### src/err_class_pkg.sv
// Purpose: Shared constants and carriers for the controller error classifier.
// Assumes: 10 MHz clock, APB register access with 32-bit data.
// Notes: Alarm codes are two-digit values held as one byte, upper digit in [7:4].
package err_class_pkg;
  // Timing
  localparam int CLK_PERIOD_NS = 100;
  localparam int MS_IN_NS = 1000000;
  localparam int CYCLES_PER_MS = MS_IN_NS / CLK_PERIOD_NS;
  localparam logic [7:0] CYCLE_OVERRUN_MS = 8'd100;
  localparam logic [7:0] POWER_LOSS_MS = 8'd10;
  localparam logic [7:0] WD_MAX_RESET_MS = 8'd130;
  localparam logic [7:0] LATE_FATAL_LO_MS = 8'd120;
  localparam logic [7:0] LATE_FATAL_HI_MS = 8'd130;
  // Register byte offsets
  localparam logic [7:0] OFF_CTRL = 8'h00;
  localparam logic [7:0] OFF_STATUS = 8'h04;
  localparam logic [7:0] OFF_SR253 = 8'h08;
  localparam logic [7:0] OFF_SR254_255 = 8'h0C;
  localparam logic [7:0] OFF_FATAL_ADDR = 8'h10;
  localparam logic [7:0] OFF_WD_MAX = 8'h14;
  localparam logic [7:0] OFF_CLEAR = 8'h18;
  // Controller modes held in CTRL[1:0]
  localparam logic [1:0] MODE_PROGRAM = 2'h0;
  localparam logic [1:0] MODE_MONITOR = 2'h1;
  localparam logic [1:0] MODE_RUN = 2'h2;
  localparam logic [1:0] CTRL_RESET = MODE_PROGRAM;
  // Alarm codes
  localparam logic [7:0] CODE_NONE = 8'h00;
  localparam logic [7:0] CODE_CYCLE_OVERRUN = 8'hF8;
  localparam logic [7:0] CODE_IO_VERIFY = 8'hE7;
  localparam logic [7:0] CODE_REMOTE_BASE = 8'hB0;
  localparam logic [7:0] CODE_DUAL_CPU = 8'hD0;
  localparam logic [7:0] CODE_BATTERY = 8'hF7;
  localparam logic [7:0] CODE_MEMORY = 8'hF1;
  localparam logic [7:0] CODE_NO_END = 8'hF0;
  localparam logic [7:0] CODE_IO_BUS_BASE = 8'hC0;
  localparam logic [7:0] CODE_TOO_MANY = 8'hE1;
  localparam logic [7:0] CODE_IO_WORDS = 8'hE0;
  localparam logic [7:0] CODE_LATE_FATAL = 8'h9F;
  // Flag positions in the special relay words
  localparam int SR253_BATTERY = 8;
  localparam int SR253_CYCLE = 9;
  localparam int SR253_VERIFY = 10;
  localparam int SR253_REMOTE = 12;
  localparam int SR254_DUAL_BUS = 8;
  localparam int SR254_DUAL_CPU = 10;
  localparam int SR254_DUAL_MEM = 11;
  localparam int SR255_EXEC_FAULT = 3;
  localparam int PEND_DEPTH = 4;

  // Conditions reported by the rest of the CPU
  typedef struct packed {
    logic batteryLow;
    logic ioVerifyMismatch;
    logic remoteFault;
    logic [2:0] remoteUnit;
    logic dualBusFault;
    logic dualCpuFault;
    logic dualMemFault;
    logic memFault;
    logic noEndInstr;
    logic ioBusFault;
    logic [2:0] ioBusRack;
    logic tooManyUnits;
    logic ioWordMismatch;
    logic instrExecFault;
  } fault_in_t;

  // Front indicators and run control
  typedef struct packed {
    logic powerLed;
    logic runLed;
    logic alarmLed;
    logic errLed;
    logic runOutput;
    logic outputsEnable;
    logic execEnable;
  } front_t;

  typedef enum logic [1:0] {
    WAIT_START,
    WAIT_REMOTE,
    RUNNING,
    FATAL_STOP
  } phase_t;
endpackage

### src/controller_error_classifier.sv
// Purpose: Classify CPU error conditions, drive indicators, post alarm codes and flags.
// Assumes: Condition inputs are synchronous levels; instruction strobes are one-cycle pulses.
// Notes: APB slave with zero wait states; unmapped addresses answer pslverr.
//
// Our own choices: the register addresses and the APB interface to the registers.
`timescale 1ns/1ns

module controller_error_classifier #(
  parameter int CYCLES_PER_MS = err_class_pkg::CYCLES_PER_MS
) (
  input wire logic clk,
  input wire logic reset_n,
  input wire logic psel,
  input wire logic penable,
  input wire logic pwrite,
  input wire logic [31:0] paddr,
  input wire logic [31:0] pwdata,
  output logic [31:0] prdata,
  output logic pready,
  output logic pslverr,
  input wire logic startInput,
  input wire logic remotePowerOk,
  input wire logic [3:0] terminatorCount,
  input wire logic supplyLost,
  input wire logic cycleEnd,
  input wire logic nonfatal_alarm_instr,
  input wire logic fatal_alarm_instr,
  input wire logic [7:0] user_alarm_code,
  input wire logic [19:0] instrAddress,
  input wire err_class_pkg::fault_in_t faults,
  output err_class_pkg::front_t front
);

  // Pending code lookup: first non-fatal cause newly raised this cycle
  function automatic logic [7:0] pick_code(input logic [5:0] rise, input logic [2:0] unit);
    logic [7:0] c;
    c = err_class_pkg::CODE_NONE;
    if (rise[0]) begin
      c = err_class_pkg::CODE_CYCLE_OVERRUN;
    end else if (rise[1]) begin
      c = err_class_pkg::CODE_IO_VERIFY;
    end else if (rise[2]) begin
      c = err_class_pkg::CODE_REMOTE_BASE | {5'h00, unit};
    end else if (rise[3]) begin
      c = err_class_pkg::CODE_DUAL_CPU;
    end else if (rise[4]) begin
      c = err_class_pkg::CODE_BATTERY;
    end
    return c;
  endfunction

  err_class_pkg::phase_t phase, next_phase;
  logic [1:0] mode, next_mode;
  logic [7:0] wdMax, next_wdMax;
  logic [7:0] alarmCode, next_alarmCode;
  logic [7:0] pend [err_class_pkg::PEND_DEPTH];
  logic [7:0] next_pend [err_class_pkg::PEND_DEPTH];
  logic [2:0] pendCount, next_pendCount;
  logic [15:0] sr253, next_sr253;
  logic [15:0] sr254, next_sr254;
  logic [15:0] sr255, next_sr255;
  logic [19:0] fatalAddr, next_fatalAddr;
  logic [31:0] msPre, next_msPre;
  logic [7:0] cycleMs, next_cycleMs;
  logic [7:0] lossMs, next_lossMs;
  logic powerDown, next_powerDown;
  logic [31:0] rdata, next_rdata;
  logic accessWrite, setupRead, clearReq, addrOk;
  logic msTick;
  logic [5:0] nfNow, nfRise;
  logic [7:0] fatalCode;
  logic fatalHit;

  // Bus decode; reads are looked up in the setup cycle so the zero-wait access
  // cycle presents them from a flop, while writes commit only in the access cycle
  assign addrOk = (paddr[31:8] == 24'h000000) && (paddr[1:0] == 2'b00) &&
                  (paddr[7:0] <= err_class_pkg::OFF_CLEAR);
  assign accessWrite = psel && penable && pwrite && addrOk;
  assign setupRead = psel && !penable && !pwrite && addrOk;
  assign pready = 1'b1;
  assign pslverr = psel && penable && !addrOk;
  assign prdata = rdata;
  // A write counts only at the edge where the master sees pready, never earlier
  assign clearReq = accessWrite && (paddr[7:0] == err_class_pkg::OFF_CLEAR) && pwdata[0];

  assign msTick = (msPre == 32'(CYCLES_PER_MS - 1));

  // Non-fatal causes, in code priority order
  assign nfNow[0] = (phase == err_class_pkg::RUNNING) &&
                    (cycleMs > err_class_pkg::CYCLE_OVERRUN_MS);
  assign nfNow[1] = faults.ioVerifyMismatch;
  assign nfNow[2] = faults.remoteFault;
  assign nfNow[3] = faults.dualBusFault | faults.dualCpuFault |
                    faults.dualMemFault;
  assign nfNow[4] = faults.batteryLow;
  assign nfNow[5] = 1'b0;
  // Per-source edge against the sticky flag, so each cause posts its code at most once
  // until cleared; a shared dual-CPU flag would swallow a second dual fault
  assign nfRise[0] = nfNow[0] && !sr253[err_class_pkg::SR253_CYCLE];
  assign nfRise[1] = nfNow[1] && !sr253[err_class_pkg::SR253_VERIFY];
  assign nfRise[2] = nfNow[2] && !sr253[err_class_pkg::SR253_REMOTE];
  assign nfRise[3] = (faults.dualBusFault && !sr254[err_class_pkg::SR254_DUAL_BUS]) ||
                     (faults.dualCpuFault && !sr254[err_class_pkg::SR254_DUAL_CPU]) ||
                     (faults.dualMemFault && !sr254[err_class_pkg::SR254_DUAL_MEM]);
  assign nfRise[4] = nfNow[4] && !sr253[err_class_pkg::SR253_BATTERY];
  assign nfRise[5] = 1'b0;

  // Fatal cause and its code; later checks take priority in this chain
  always_comb begin
    fatalHit = 1'b0;
    fatalCode = err_class_pkg::CODE_NONE;
    if (faults.ioWordMismatch) begin
      fatalHit = 1'b1;
      fatalCode = err_class_pkg::CODE_IO_WORDS;
    end
    if (faults.tooManyUnits) begin
      fatalHit = 1'b1;
      fatalCode = err_class_pkg::CODE_TOO_MANY;
    end
    if (faults.ioBusFault) begin
      fatalHit = 1'b1;
      fatalCode = err_class_pkg::CODE_IO_BUS_BASE | {5'h00, faults.ioBusRack};
    end
    if (faults.noEndInstr) begin
      fatalHit = 1'b1;
      fatalCode = err_class_pkg::CODE_NO_END;
    end
    if (faults.memFault) begin
      fatalHit = 1'b1;
      fatalCode = err_class_pkg::CODE_MEMORY;
    end
    if (fatal_alarm_instr) begin
      fatalHit = 1'b1;
      if (cycleMs >= err_class_pkg::LATE_FATAL_LO_MS &&
          cycleMs <= err_class_pkg::LATE_FATAL_HI_MS) begin
        fatalCode = err_class_pkg::CODE_LATE_FATAL;
      end else begin
        fatalCode = user_alarm_code;
      end
    end
    if (cycleMs > wdMax) begin
      fatalHit = 1'b1;
      fatalCode = err_class_pkg::CODE_NONE;
    end
  end

  // Next-state logic for phase, codes, flags, timers and registers
  always_comb begin
    logic [7:0] newCode;
    logic popReq;
    newCode = err_class_pkg::CODE_NONE;
    popReq = 1'b0;
    next_phase = phase;
    next_mode = mode;
    next_wdMax = wdMax;
    next_alarmCode = alarmCode;
    next_pend = pend;
    next_pendCount = pendCount;
    next_sr253 = sr253;
    next_sr254 = sr254;
    next_sr255 = sr255;
    next_fatalAddr = fatalAddr;
    next_powerDown = powerDown;
    next_rdata = rdata;
    next_msPre = msTick ? 32'h00000000 : msPre + 32'h00000001;

    // Register writes
    if (accessWrite && paddr[7:0] == err_class_pkg::OFF_CTRL) begin
      next_mode = pwdata[1:0];
    end
    if (accessWrite && paddr[7:0] == err_class_pkg::OFF_WD_MAX) begin
      next_wdMax = pwdata[7:0];
    end

    // Clearing honoured only in program mode; otherwise silently refused
    if (clearReq && mode == err_class_pkg::MODE_PROGRAM) begin
      next_alarmCode = err_class_pkg::CODE_NONE;
      next_pendCount = 3'd0;
      next_sr253 = 16'h0000;
      next_sr254 = 16'h0000;
      next_sr255 = 16'h0000;
      next_fatalAddr = 20'h00000;
      if (phase == err_class_pkg::FATAL_STOP && !supplyLost) begin
        next_phase = err_class_pkg::WAIT_START;
        next_powerDown = 1'b0;
      end
    end

    // Sticky flags: a set in the same cycle as a clear wins
    if (nfNow[4]) next_sr253[err_class_pkg::SR253_BATTERY] = 1'b1;
    if (nfNow[0]) next_sr253[err_class_pkg::SR253_CYCLE] = 1'b1;
    if (nfNow[1]) next_sr253[err_class_pkg::SR253_VERIFY] = 1'b1;
    if (nfNow[2]) next_sr253[err_class_pkg::SR253_REMOTE] = 1'b1;
    if (faults.dualBusFault) next_sr254[err_class_pkg::SR254_DUAL_BUS] = 1'b1;
    if (faults.dualCpuFault) next_sr254[err_class_pkg::SR254_DUAL_CPU] = 1'b1;
    if (faults.dualMemFault) next_sr254[err_class_pkg::SR254_DUAL_MEM] = 1'b1;
    if (faults.instrExecFault) next_sr255[err_class_pkg::SR255_EXEC_FAULT] = 1'b1;

    // Cycle watchdog in milliseconds, restarted at each scan end
    next_cycleMs = cycleMs;
    if (phase != err_class_pkg::RUNNING || cycleEnd) begin
      next_cycleMs = 8'h00;
    end else if (msTick && cycleMs != 8'hFF) begin
      next_cycleMs = cycleMs + 8'h01;
    end
    // Supply loss duration
    next_lossMs = lossMs;
    if (!supplyLost) begin
      next_lossMs = 8'h00;
    end else if (msTick && lossMs != 8'hFF) begin
      next_lossMs = lossMs + 8'h01;
    end

    // Non-fatal codes: newly raised causes and user alarm instruction
    if (phase == err_class_pkg::RUNNING) begin
      newCode = pick_code(nfRise, faults.remoteUnit);
      if (nonfatal_alarm_instr) begin
        if (user_alarm_code == err_class_pkg::CODE_NONE) begin
          popReq = 1'b1;
        end else begin
          newCode = user_alarm_code;
        end
      end
    end
    // A full queue drops later codes; the sticky flags still record each cause
    if (popReq) begin
      next_alarmCode = (pendCount != 3'd0) ? pend[0] : err_class_pkg::CODE_NONE;
      for (int i = 0; i < err_class_pkg::PEND_DEPTH - 1; i++) begin
        next_pend[i] = pend[i + 1];
      end
      if (pendCount != 3'd0) next_pendCount = pendCount - 3'd1;
    end else if (newCode != err_class_pkg::CODE_NONE) begin
      if (alarmCode == err_class_pkg::CODE_NONE) begin
        next_alarmCode = newCode;
      end else if (pendCount != 3'(err_class_pkg::PEND_DEPTH)) begin
        next_pend[pendCount[1:0]] = newCode;
        next_pendCount = pendCount + 3'd1;
      end
    end

    // Phase sequencing; fatal outranks anything non-fatal
    unique case (phase)
      err_class_pkg::WAIT_START: begin
        if (startInput) next_phase = err_class_pkg::WAIT_REMOTE;
      end
      err_class_pkg::WAIT_REMOTE: begin
        if (!startInput) begin
          next_phase = err_class_pkg::WAIT_START;
        end else if (remotePowerOk && terminatorCount == 4'd1) begin
          next_phase = err_class_pkg::RUNNING;
        end
      end
      err_class_pkg::RUNNING: begin
        if (fatalHit) begin
          next_phase = err_class_pkg::FATAL_STOP;
          next_alarmCode = fatalCode;
          if (fatal_alarm_instr) next_fatalAddr = instrAddress;
        end
      end
      err_class_pkg::FATAL_STOP: begin
      end
    endcase
    // Long supply loss overrides every phase and blanks the code
    if (lossMs >= err_class_pkg::POWER_LOSS_MS) begin
      next_phase = err_class_pkg::FATAL_STOP;
      next_powerDown = 1'b1;
      next_alarmCode = err_class_pkg::CODE_NONE;
    end

    // Read data captured in the setup cycle, presented in the access cycle;
    // a refused read returns zero instead of aliasing a register by low byte
    if (psel && !penable && !pwrite && !addrOk) begin
      next_rdata = 32'h00000000;
    end
    if (setupRead) begin
      unique case (paddr[7:0])
        err_class_pkg::OFF_CTRL: next_rdata = {30'h00000000, mode};
        err_class_pkg::OFF_STATUS: next_rdata = {18'h00000, pendCount, powerDown,
                                                 2'(phase), 1'b0, front};
        err_class_pkg::OFF_SR253: next_rdata = {16'h0000, sr253[15:8], alarmCode};
        err_class_pkg::OFF_SR254_255: next_rdata = {sr255, sr254};
        err_class_pkg::OFF_FATAL_ADDR: next_rdata = {12'h000, fatalAddr};
        err_class_pkg::OFF_WD_MAX: next_rdata = {24'h000000, wdMax};
        default: next_rdata = 32'h00000000;
      endcase
    end
  end

  // State registers
  always_ff @(posedge clk or negedge reset_n) begin
    if (!reset_n) begin
      phase <= err_class_pkg::WAIT_START;
      mode <= err_class_pkg::CTRL_RESET;
      wdMax <= err_class_pkg::WD_MAX_RESET_MS;
      alarmCode <= err_class_pkg::CODE_NONE;
      for (int i = 0; i < err_class_pkg::PEND_DEPTH; i++) begin
        pend[i] <= err_class_pkg::CODE_NONE;
      end
      pendCount <= 3'd0;
      sr253 <= 16'h0000;
      sr254 <= 16'h0000;
      sr255 <= 16'h0000;
      fatalAddr <= 20'h00000;
      msPre <= 32'h00000000;
      cycleMs <= 8'h00;
      lossMs <= 8'h00;
      powerDown <= 1'b0;
      rdata <= 32'h00000000;
    end else begin
      phase <= next_phase;
      mode <= next_mode;
      wdMax <= next_wdMax;
      alarmCode <= next_alarmCode;
      pend <= next_pend;
      pendCount <= next_pendCount;
      sr253 <= next_sr253;
      sr254 <= next_sr254;
      sr255 <= next_sr255;
      fatalAddr <= next_fatalAddr;
      msPre <= next_msPre;
      cycleMs <= next_cycleMs;
      lossMs <= next_lossMs;
      powerDown <= next_powerDown;
      rdata <= next_rdata;
    end
  end

  // Indicator decode straight from registered phase and flags
  always_comb begin
    front = '0;
    unique case (phase)
      err_class_pkg::WAIT_START, err_class_pkg::WAIT_REMOTE: begin
        front.powerLed = 1'b1;
      end
      err_class_pkg::RUNNING: begin
        front.powerLed = 1'b1;
        front.runLed = 1'b1;
        front.runOutput = 1'b1;
        front.outputsEnable = 1'b1;
        front.execEnable = 1'b1;
        front.alarmLed = (alarmCode != err_class_pkg::CODE_NONE) ||
                         (sr253[15:8] != 8'h00) || (sr254 != 16'h0000);
      end
      err_class_pkg::FATAL_STOP: begin
        front.powerLed = !powerDown;
        front.errLed = !powerDown;
      end
    endcase
  end

endmodule

### config.mk
export PLATFORM = sky130hd
export DESIGN_NAME = controller_error_classifier
export DESIGN_NICKNAME = d
export VERILOG_FILES = /design/src/err_class_pkg.sv /design/src/controller_error_classifier.sv
export SDC_FILE = /design/constraint.sdc
export NUM_CORES = 1
export LEC_CHECK = 0
export ABC_AREA = 1
export CAP_MARGIN = 20
export CORE_UTILIZATION = 55
export DETAILED_ROUTE_END_ITERATION = 12
export DONT_BUFFER_PORTS = 1
export GPL_ROUTABILITY_DRIVEN = 0
export GPL_TIMING_DRIVEN = 1
export PLACE_DENSITY = 0.66
export RECOVER_POWER = 50
export SLEW_MARGIN = 25
export SYNTH_ARGS = -nofsm -noshare
export SYNTH_HDL_FRONTEND = slang
export SYNTH_SLANG_ARGS = --single-unit
export TNS_END_PERCENT = 100
### constraint.sdc
create_clock -name clk -period 2.3 [get_ports clk]
set_input_delay 0.115 -clock clk [delete_from_list [all_inputs] [get_ports clk]]
set_output_delay 0.115 -clock clk [all_outputs]
set_load 0.005 [all_outputs]
==> Flow_metrics.wiki <==
{| class="wikitable"
! Metric !! Value
|-
| Outcome || finished with violations
|-
| Violated checks || hold timing
|-
| Number of buffer cells added on primary ports || 0
|-
| Die Wd || 131 um
|-
| Routed WL per cell || 17.0 um
|-
| Clock-pin slew reported for the worst setup and hold paths after clock tree synthesis || 60 ps
|-
| Post-DR vias/cell || 5.60
|-
| Number of warnings reported in the yosys synthesis log || 0
|-
| Violation count after the first detailed-route iteration || 797
|-
| Cell breakdown of the critical path || inv_2 > ha_4 > nand3_4 > nor2_4 > nor2_4 > a21oi_4 > nand2_2 > nand2_4 > nand2_4 > inv_2 > nand2_2 > nor2_4 > nor2_8 > nand2_4 > nand3_2 > nand2_2
|-
| Leading cell types in the layout, fill and taps excluded || sky130_fd_sc_hd__nand2_1 (255), sky130_fd_sc_hd__inv_1 (158), sky130_fd_sc_hd__dfrtp_1 (146), sky130_fd_sc_hd__nor2_1 (96), sky130_fd_sc_hd__o21ai_0 (90)
|-
| Arrival time at the worst endpoint || 2540 ps
|-
| Number of hold buffers added after cts || 44
|-
| Simple-gate share of the synthesized area || 29.1%
|-
| Post-Synthesis Cells || 1,206
|-
| Final hold violation count || 152
|-
| Switching share of total power || 32.7%
|-
| Residual antenna-violating net count after detailed routing || 0
|-
| Worst hold-check slack || -617 ps
|-
| Setup slack on the worst flop-to-flop path || 130 ps
|-
| Filler cell count || 1,393
|-
| Logic pwr share || 24.3%
|-
| Final net count || 1,426
|-
| Fraction of layout cells with a size suffix above 1 || 13.5%
|-
| Maximum number of pins on one net before global-route repair || 153
|-
| Number of cells in the finished layout apart from fillers || 1,512
|-
| Internal Pwr Total || 5.51 mW
|-
| IO Pins || 166
|-
| Mean Syn Cell Area || 7.59 um^2
|-
| Wire length of the first global-routing pass || 39,700 um
|-
| Max-slew headroom at the worst pin || 50.5%
|-
| Ratio of total power to cell area || 761 mW/mm^2
|-
| Die Y-Extent || 131 um
|-
| Synth area leader || sky130_fd_sc_hd__dfrtp_1
|-
| Clock root buffer master || sky130_fd_sc_hd__clkbuf_16
|-
| CP endpoint kind || register
|-
| Peak supply drop || 0.597 mV
|-
| Total congestion overflow after global routing || 0
|-
| Top cell type's share of synthesized area || 41.0%
|-
| Sink count of the clock tree || 152
|-
| Predominant post-synthesis flop cell || sky130_fd_sc_hd__dfrtp_1
|-
| Required time at the endpoint of the critical path || 2670 ps
|-
| Number of global-route vias before repair || 7,754
|-
| Worst clock skew || 9.84 ps
|-
| Via total after detailed routing || 8,462
|-
| Most common cell after layout, fill and taps aside || sky130_fd_sc_hd__nand2_1
|-
| Final clock period utilization by the worst path || 94.5%
|-
| Worst slack at placement || 33.3 ps
|-
| Share of flip-flops with an asynchronous set or reset after synthesis || 100%
|-
| Portion of total power attributed to sequential cells || 42.4%
|-
| Routed WL || 25,700 um
|-
| Final worst-path setup slack || 125 ps
|-
| Length in cells of the worst reg-to-reg path || 16
|-
| Area fraction in compound gates after synthesis || 13.7%
|-
| Number of buffers created by CTS || 17
|-
| Area contributors post-synth || sky130_fd_sc_hd__dfrtp_1 (41%), sky130_fd_sc_hd__nand2_1 (11%), sky130_fd_sc_hd__inv_1 (6.6%), sky130_fd_sc_hd__o21ai_0 (4.9%), sky130_fd_sc_hd__nor2_1 (4.1%)
|-
| Xor and xnor area share after synthesis || 1.53%
|-
| Floorplan core area || 0.0161 mm^2
|-
| Area of all sequential standard cells || 0.00381 mm^2
|-
| Number of maximum-capacitance constraint violations || 0
|-
| CTS Buffer Depth || 2
|-
| Sequential share of the synthesized area || 41.6%
|-
| Switching power total || 2.68 mW
|-
| Area Growth Syn to Fin || 17.6%
|-
| Number of antenna violations at the first check in global routing || 1
|-
| Sort of element at the start of the critical path || register
|-
| Total die area || 0.0172 mm^2
|-
| Hold Crit Class || input pin to asynchronous set/reset pin
|-
| Number of remaining DRC errors || 0
|-
| Total GRT Usage || 30.8%
|-
| Maximum achievable frequency || 0.460 GHz
|-
| Area of the multi-input gates || 0.00464 mm^2
|-
| Worst-path maximum fanout || 8
|-
| Setup repair after global routing missed its margin || true
|-
| Static leakage || 5.22 nW
|-
| Longest individual stage delay on the worst path || 400 ps
|-
| Antenna diode instance count || 0
|-
| Setup total negative slack || 0 ps
|-
| Clock tree from TritonCTS || done
|-
| Pins over their slew limit || 0
|-
| Post-synthesis cell area || 0.00916 mm^2
|-
| Detailed-placement wirelength estimate || 18,100 um
|-
| Mux contribution to synthesized area || 1.83%
|-
| Placed Cells || 1,426
|-
| Final number of setup-violating endpoints || 0
|-
| Crit path max-delay family || simple AND/OR/NAND/NOR gates
|-
| Transition time at the pin with the least slew margin || 741 ps
|-
| Proportion of power drawn by the clock network || 33.4%
|-
| Adder-Cell Fraction of Synth Area || 2.46%
|-
| Reg2reg end || pend[25]$_DFFE_PN0P_
|-
| Number of unique standard cell types used by synthesis || 56
|-
| Effective utilization at floorplan || 57.0%
|-
| Slowest stage cell on the critical path || sky130_fd_sc_hd__dfrtp_1
|-
| Number of placement rows || 46
|-
| Combined buffer and inverter count along the critical path || 2
|-
| Yosys reg bits || 152
|-
| DR pass1 iterations || 5
|-
| Main combinational cell family by area after synthesis || simple AND/OR/NAND/NOR gates
|-
| Depth of the CTS H-tree || 4
|-
| Number of enable-type register cells in the synthesized netlist || 0
|-
| Path type of the worst setup path || register to register
|-
| Clock network latency to the later pin of the worst-skew pair || 430 ps
|-
| Origin of the critical flop-to-flop path || cycleMs[0]$_DFFE_PN0P_
|-
| Final min period || 2170 ps
|}
per-stage QoR:
step	hold WS (ps)	util, %	power, mW	area, um^2
floorplan	-181	-	4.76	9200
global placement	-177	59.3	5.19	9530
detailed placement	-176	59.3	5.24	9530
CTS	-639	65.7	8.05	10500
global route	-646	67.1	8.62	10800
finish	-617	67.1	8.19	10800
sequential cells by signal, indices dropped and copies added (netlist names), 2 cells and up:
name,cells
mode,2
sr254,3
cycleMs,8
msPre,32
prdata,20
pendCount,3
lossMs,8
alarmCode,8
wdMax,8
fatalAddr,20
pend,32
phase,2
sr253,4
cells in the mapped netlist (5+ instances only):
master / number
sky130_fd_sc_hd__a21oi_1: 45
sky130_fd_sc_hd__mux2_2: 6
sky130_fd_sc_hd__a211oi_1: 10
sky130_fd_sc_hd__inv_2: 6
sky130_fd_sc_hd__o22ai_1: 10
sky130_fd_sc_hd__buf_2: 5
sky130_fd_sc_hd__buf_4: 16
sky130_fd_sc_hd__o21bai_1: 5
sky130_fd_sc_hd__nand3_1: 72
sky130_fd_sc_hd__dfrtp_1: 150
sky130_fd_sc_hd__nor2_1: 100
sky130_fd_sc_hd__o211ai_1: 7
sky130_fd_sc_hd__nand2_1: 259
sky130_fd_sc_hd__ha_1: 18
sky130_fd_sc_hd__o31ai_1: 18
sky130_fd_sc_hd__o21ai_2: 8
sky130_fd_sc_hd__nor4_1: 22
sky130_fd_sc_hd__a21boi_1: 7
sky130_fd_sc_hd__o21ai_0: 90
sky130_fd_sc_hd__clkbuf_1: 24
sky130_fd_sc_hd__nor3_1: 46
sky130_fd_sc_hd__inv_1: 162
sky130_fd_sc_hd__nand4_1: 23
sky130_fd_sc_hd__nor2_2: 11
sky130_fd_sc_hd__xor2_1: 13
sky130_fd_sc_hd__nand2_2: 12
sky130_fd_sc_hd__nor2_4: 5
sky130_fd_sc_hd__mux2i_1: 10
area by class of cell:
cell class | count | area share (%)
clock inverter | 9 | 0.837
clock buffer | 23 | 4.53
timing repair buffer | 93 | 7.74
inverter | 170 | 5.93
tap | 216 | 2.51
multi-input combinational | 849 | 43.1
sequential | 152 | 35.4
logic make-up (layout without fill, tap and decap cells):
family                     after synthesis  in the layout
other                                    2             13
DFF                                    152            152
buffers and inverters                  217            295
AOI/OAI and AO/OA                      211            211
adders and majority gates               18             18
muxes                                   16             16
and+or+nand+nor                        574            575
xor gates and xnor gates                16             16
worst max path at each step:
stage                                 startpoint                endpoint  slack [ps]  depth (start not counted)
final                     cycleMs[0]$_DFFE_PN0P_    pend[25]$_DFFE_PN0P_         130                         16
after detailed placement  cycleMs[0]$_DFFE_PN0P_     pend[2]$_DFFE_PN0P_          30                         15
after CTS                 cycleMs[0]$_DFFE_PN0P_     pend[3]$_DFFE_PN0P_          20                         15
after floorplan             wdMax[1]$_DFFE_PN1P_  alarmCode[0]$_DFF_PN0_         190                         14
after global placement    cycleMs[0]$_DFFE_PN0P_     pend[2]$_DFFE_PN0P_          80                         15
after global routing      cycleMs[2]$_DFFE_PN0P_     pend[3]$_DFFE_PN0P_         -20                         15
timing repair:
| item | CTS | global route |
|---|---|---|
| setup buffers | 0 | 9 |
| endpoints found under the hold margin | 230 | 152 |
| gates resized for setup | 0 | 36 |
| endpoints found under the setup margin | 0 | 50 |
power groups by stage:
stage / combinational [mW] / clock, mW / sequential (mW)
CTS: 1.82 / 2.77 / 3.46
detailed placement: 1.75 / 0 / 3.49
floorplan: 1.39 / 0 / 3.37
finish: 1.99 / 2.73 / 3.47
global route: 2.21 / 2.90 / 3.52
global placement: 1.71 / 0 / 3.48
routing by layer:
layer  track usage, %  vias up  part of all wire [%]
met5                0        -                     0
met4             10.6        0                   2.2
met3             7.53       49                   7.5
met2             47.3      335                    45
met1             42.6     3954                    45
li1                 -     4124                     -
Note: power is estimated with default switching activity, not from simulation.
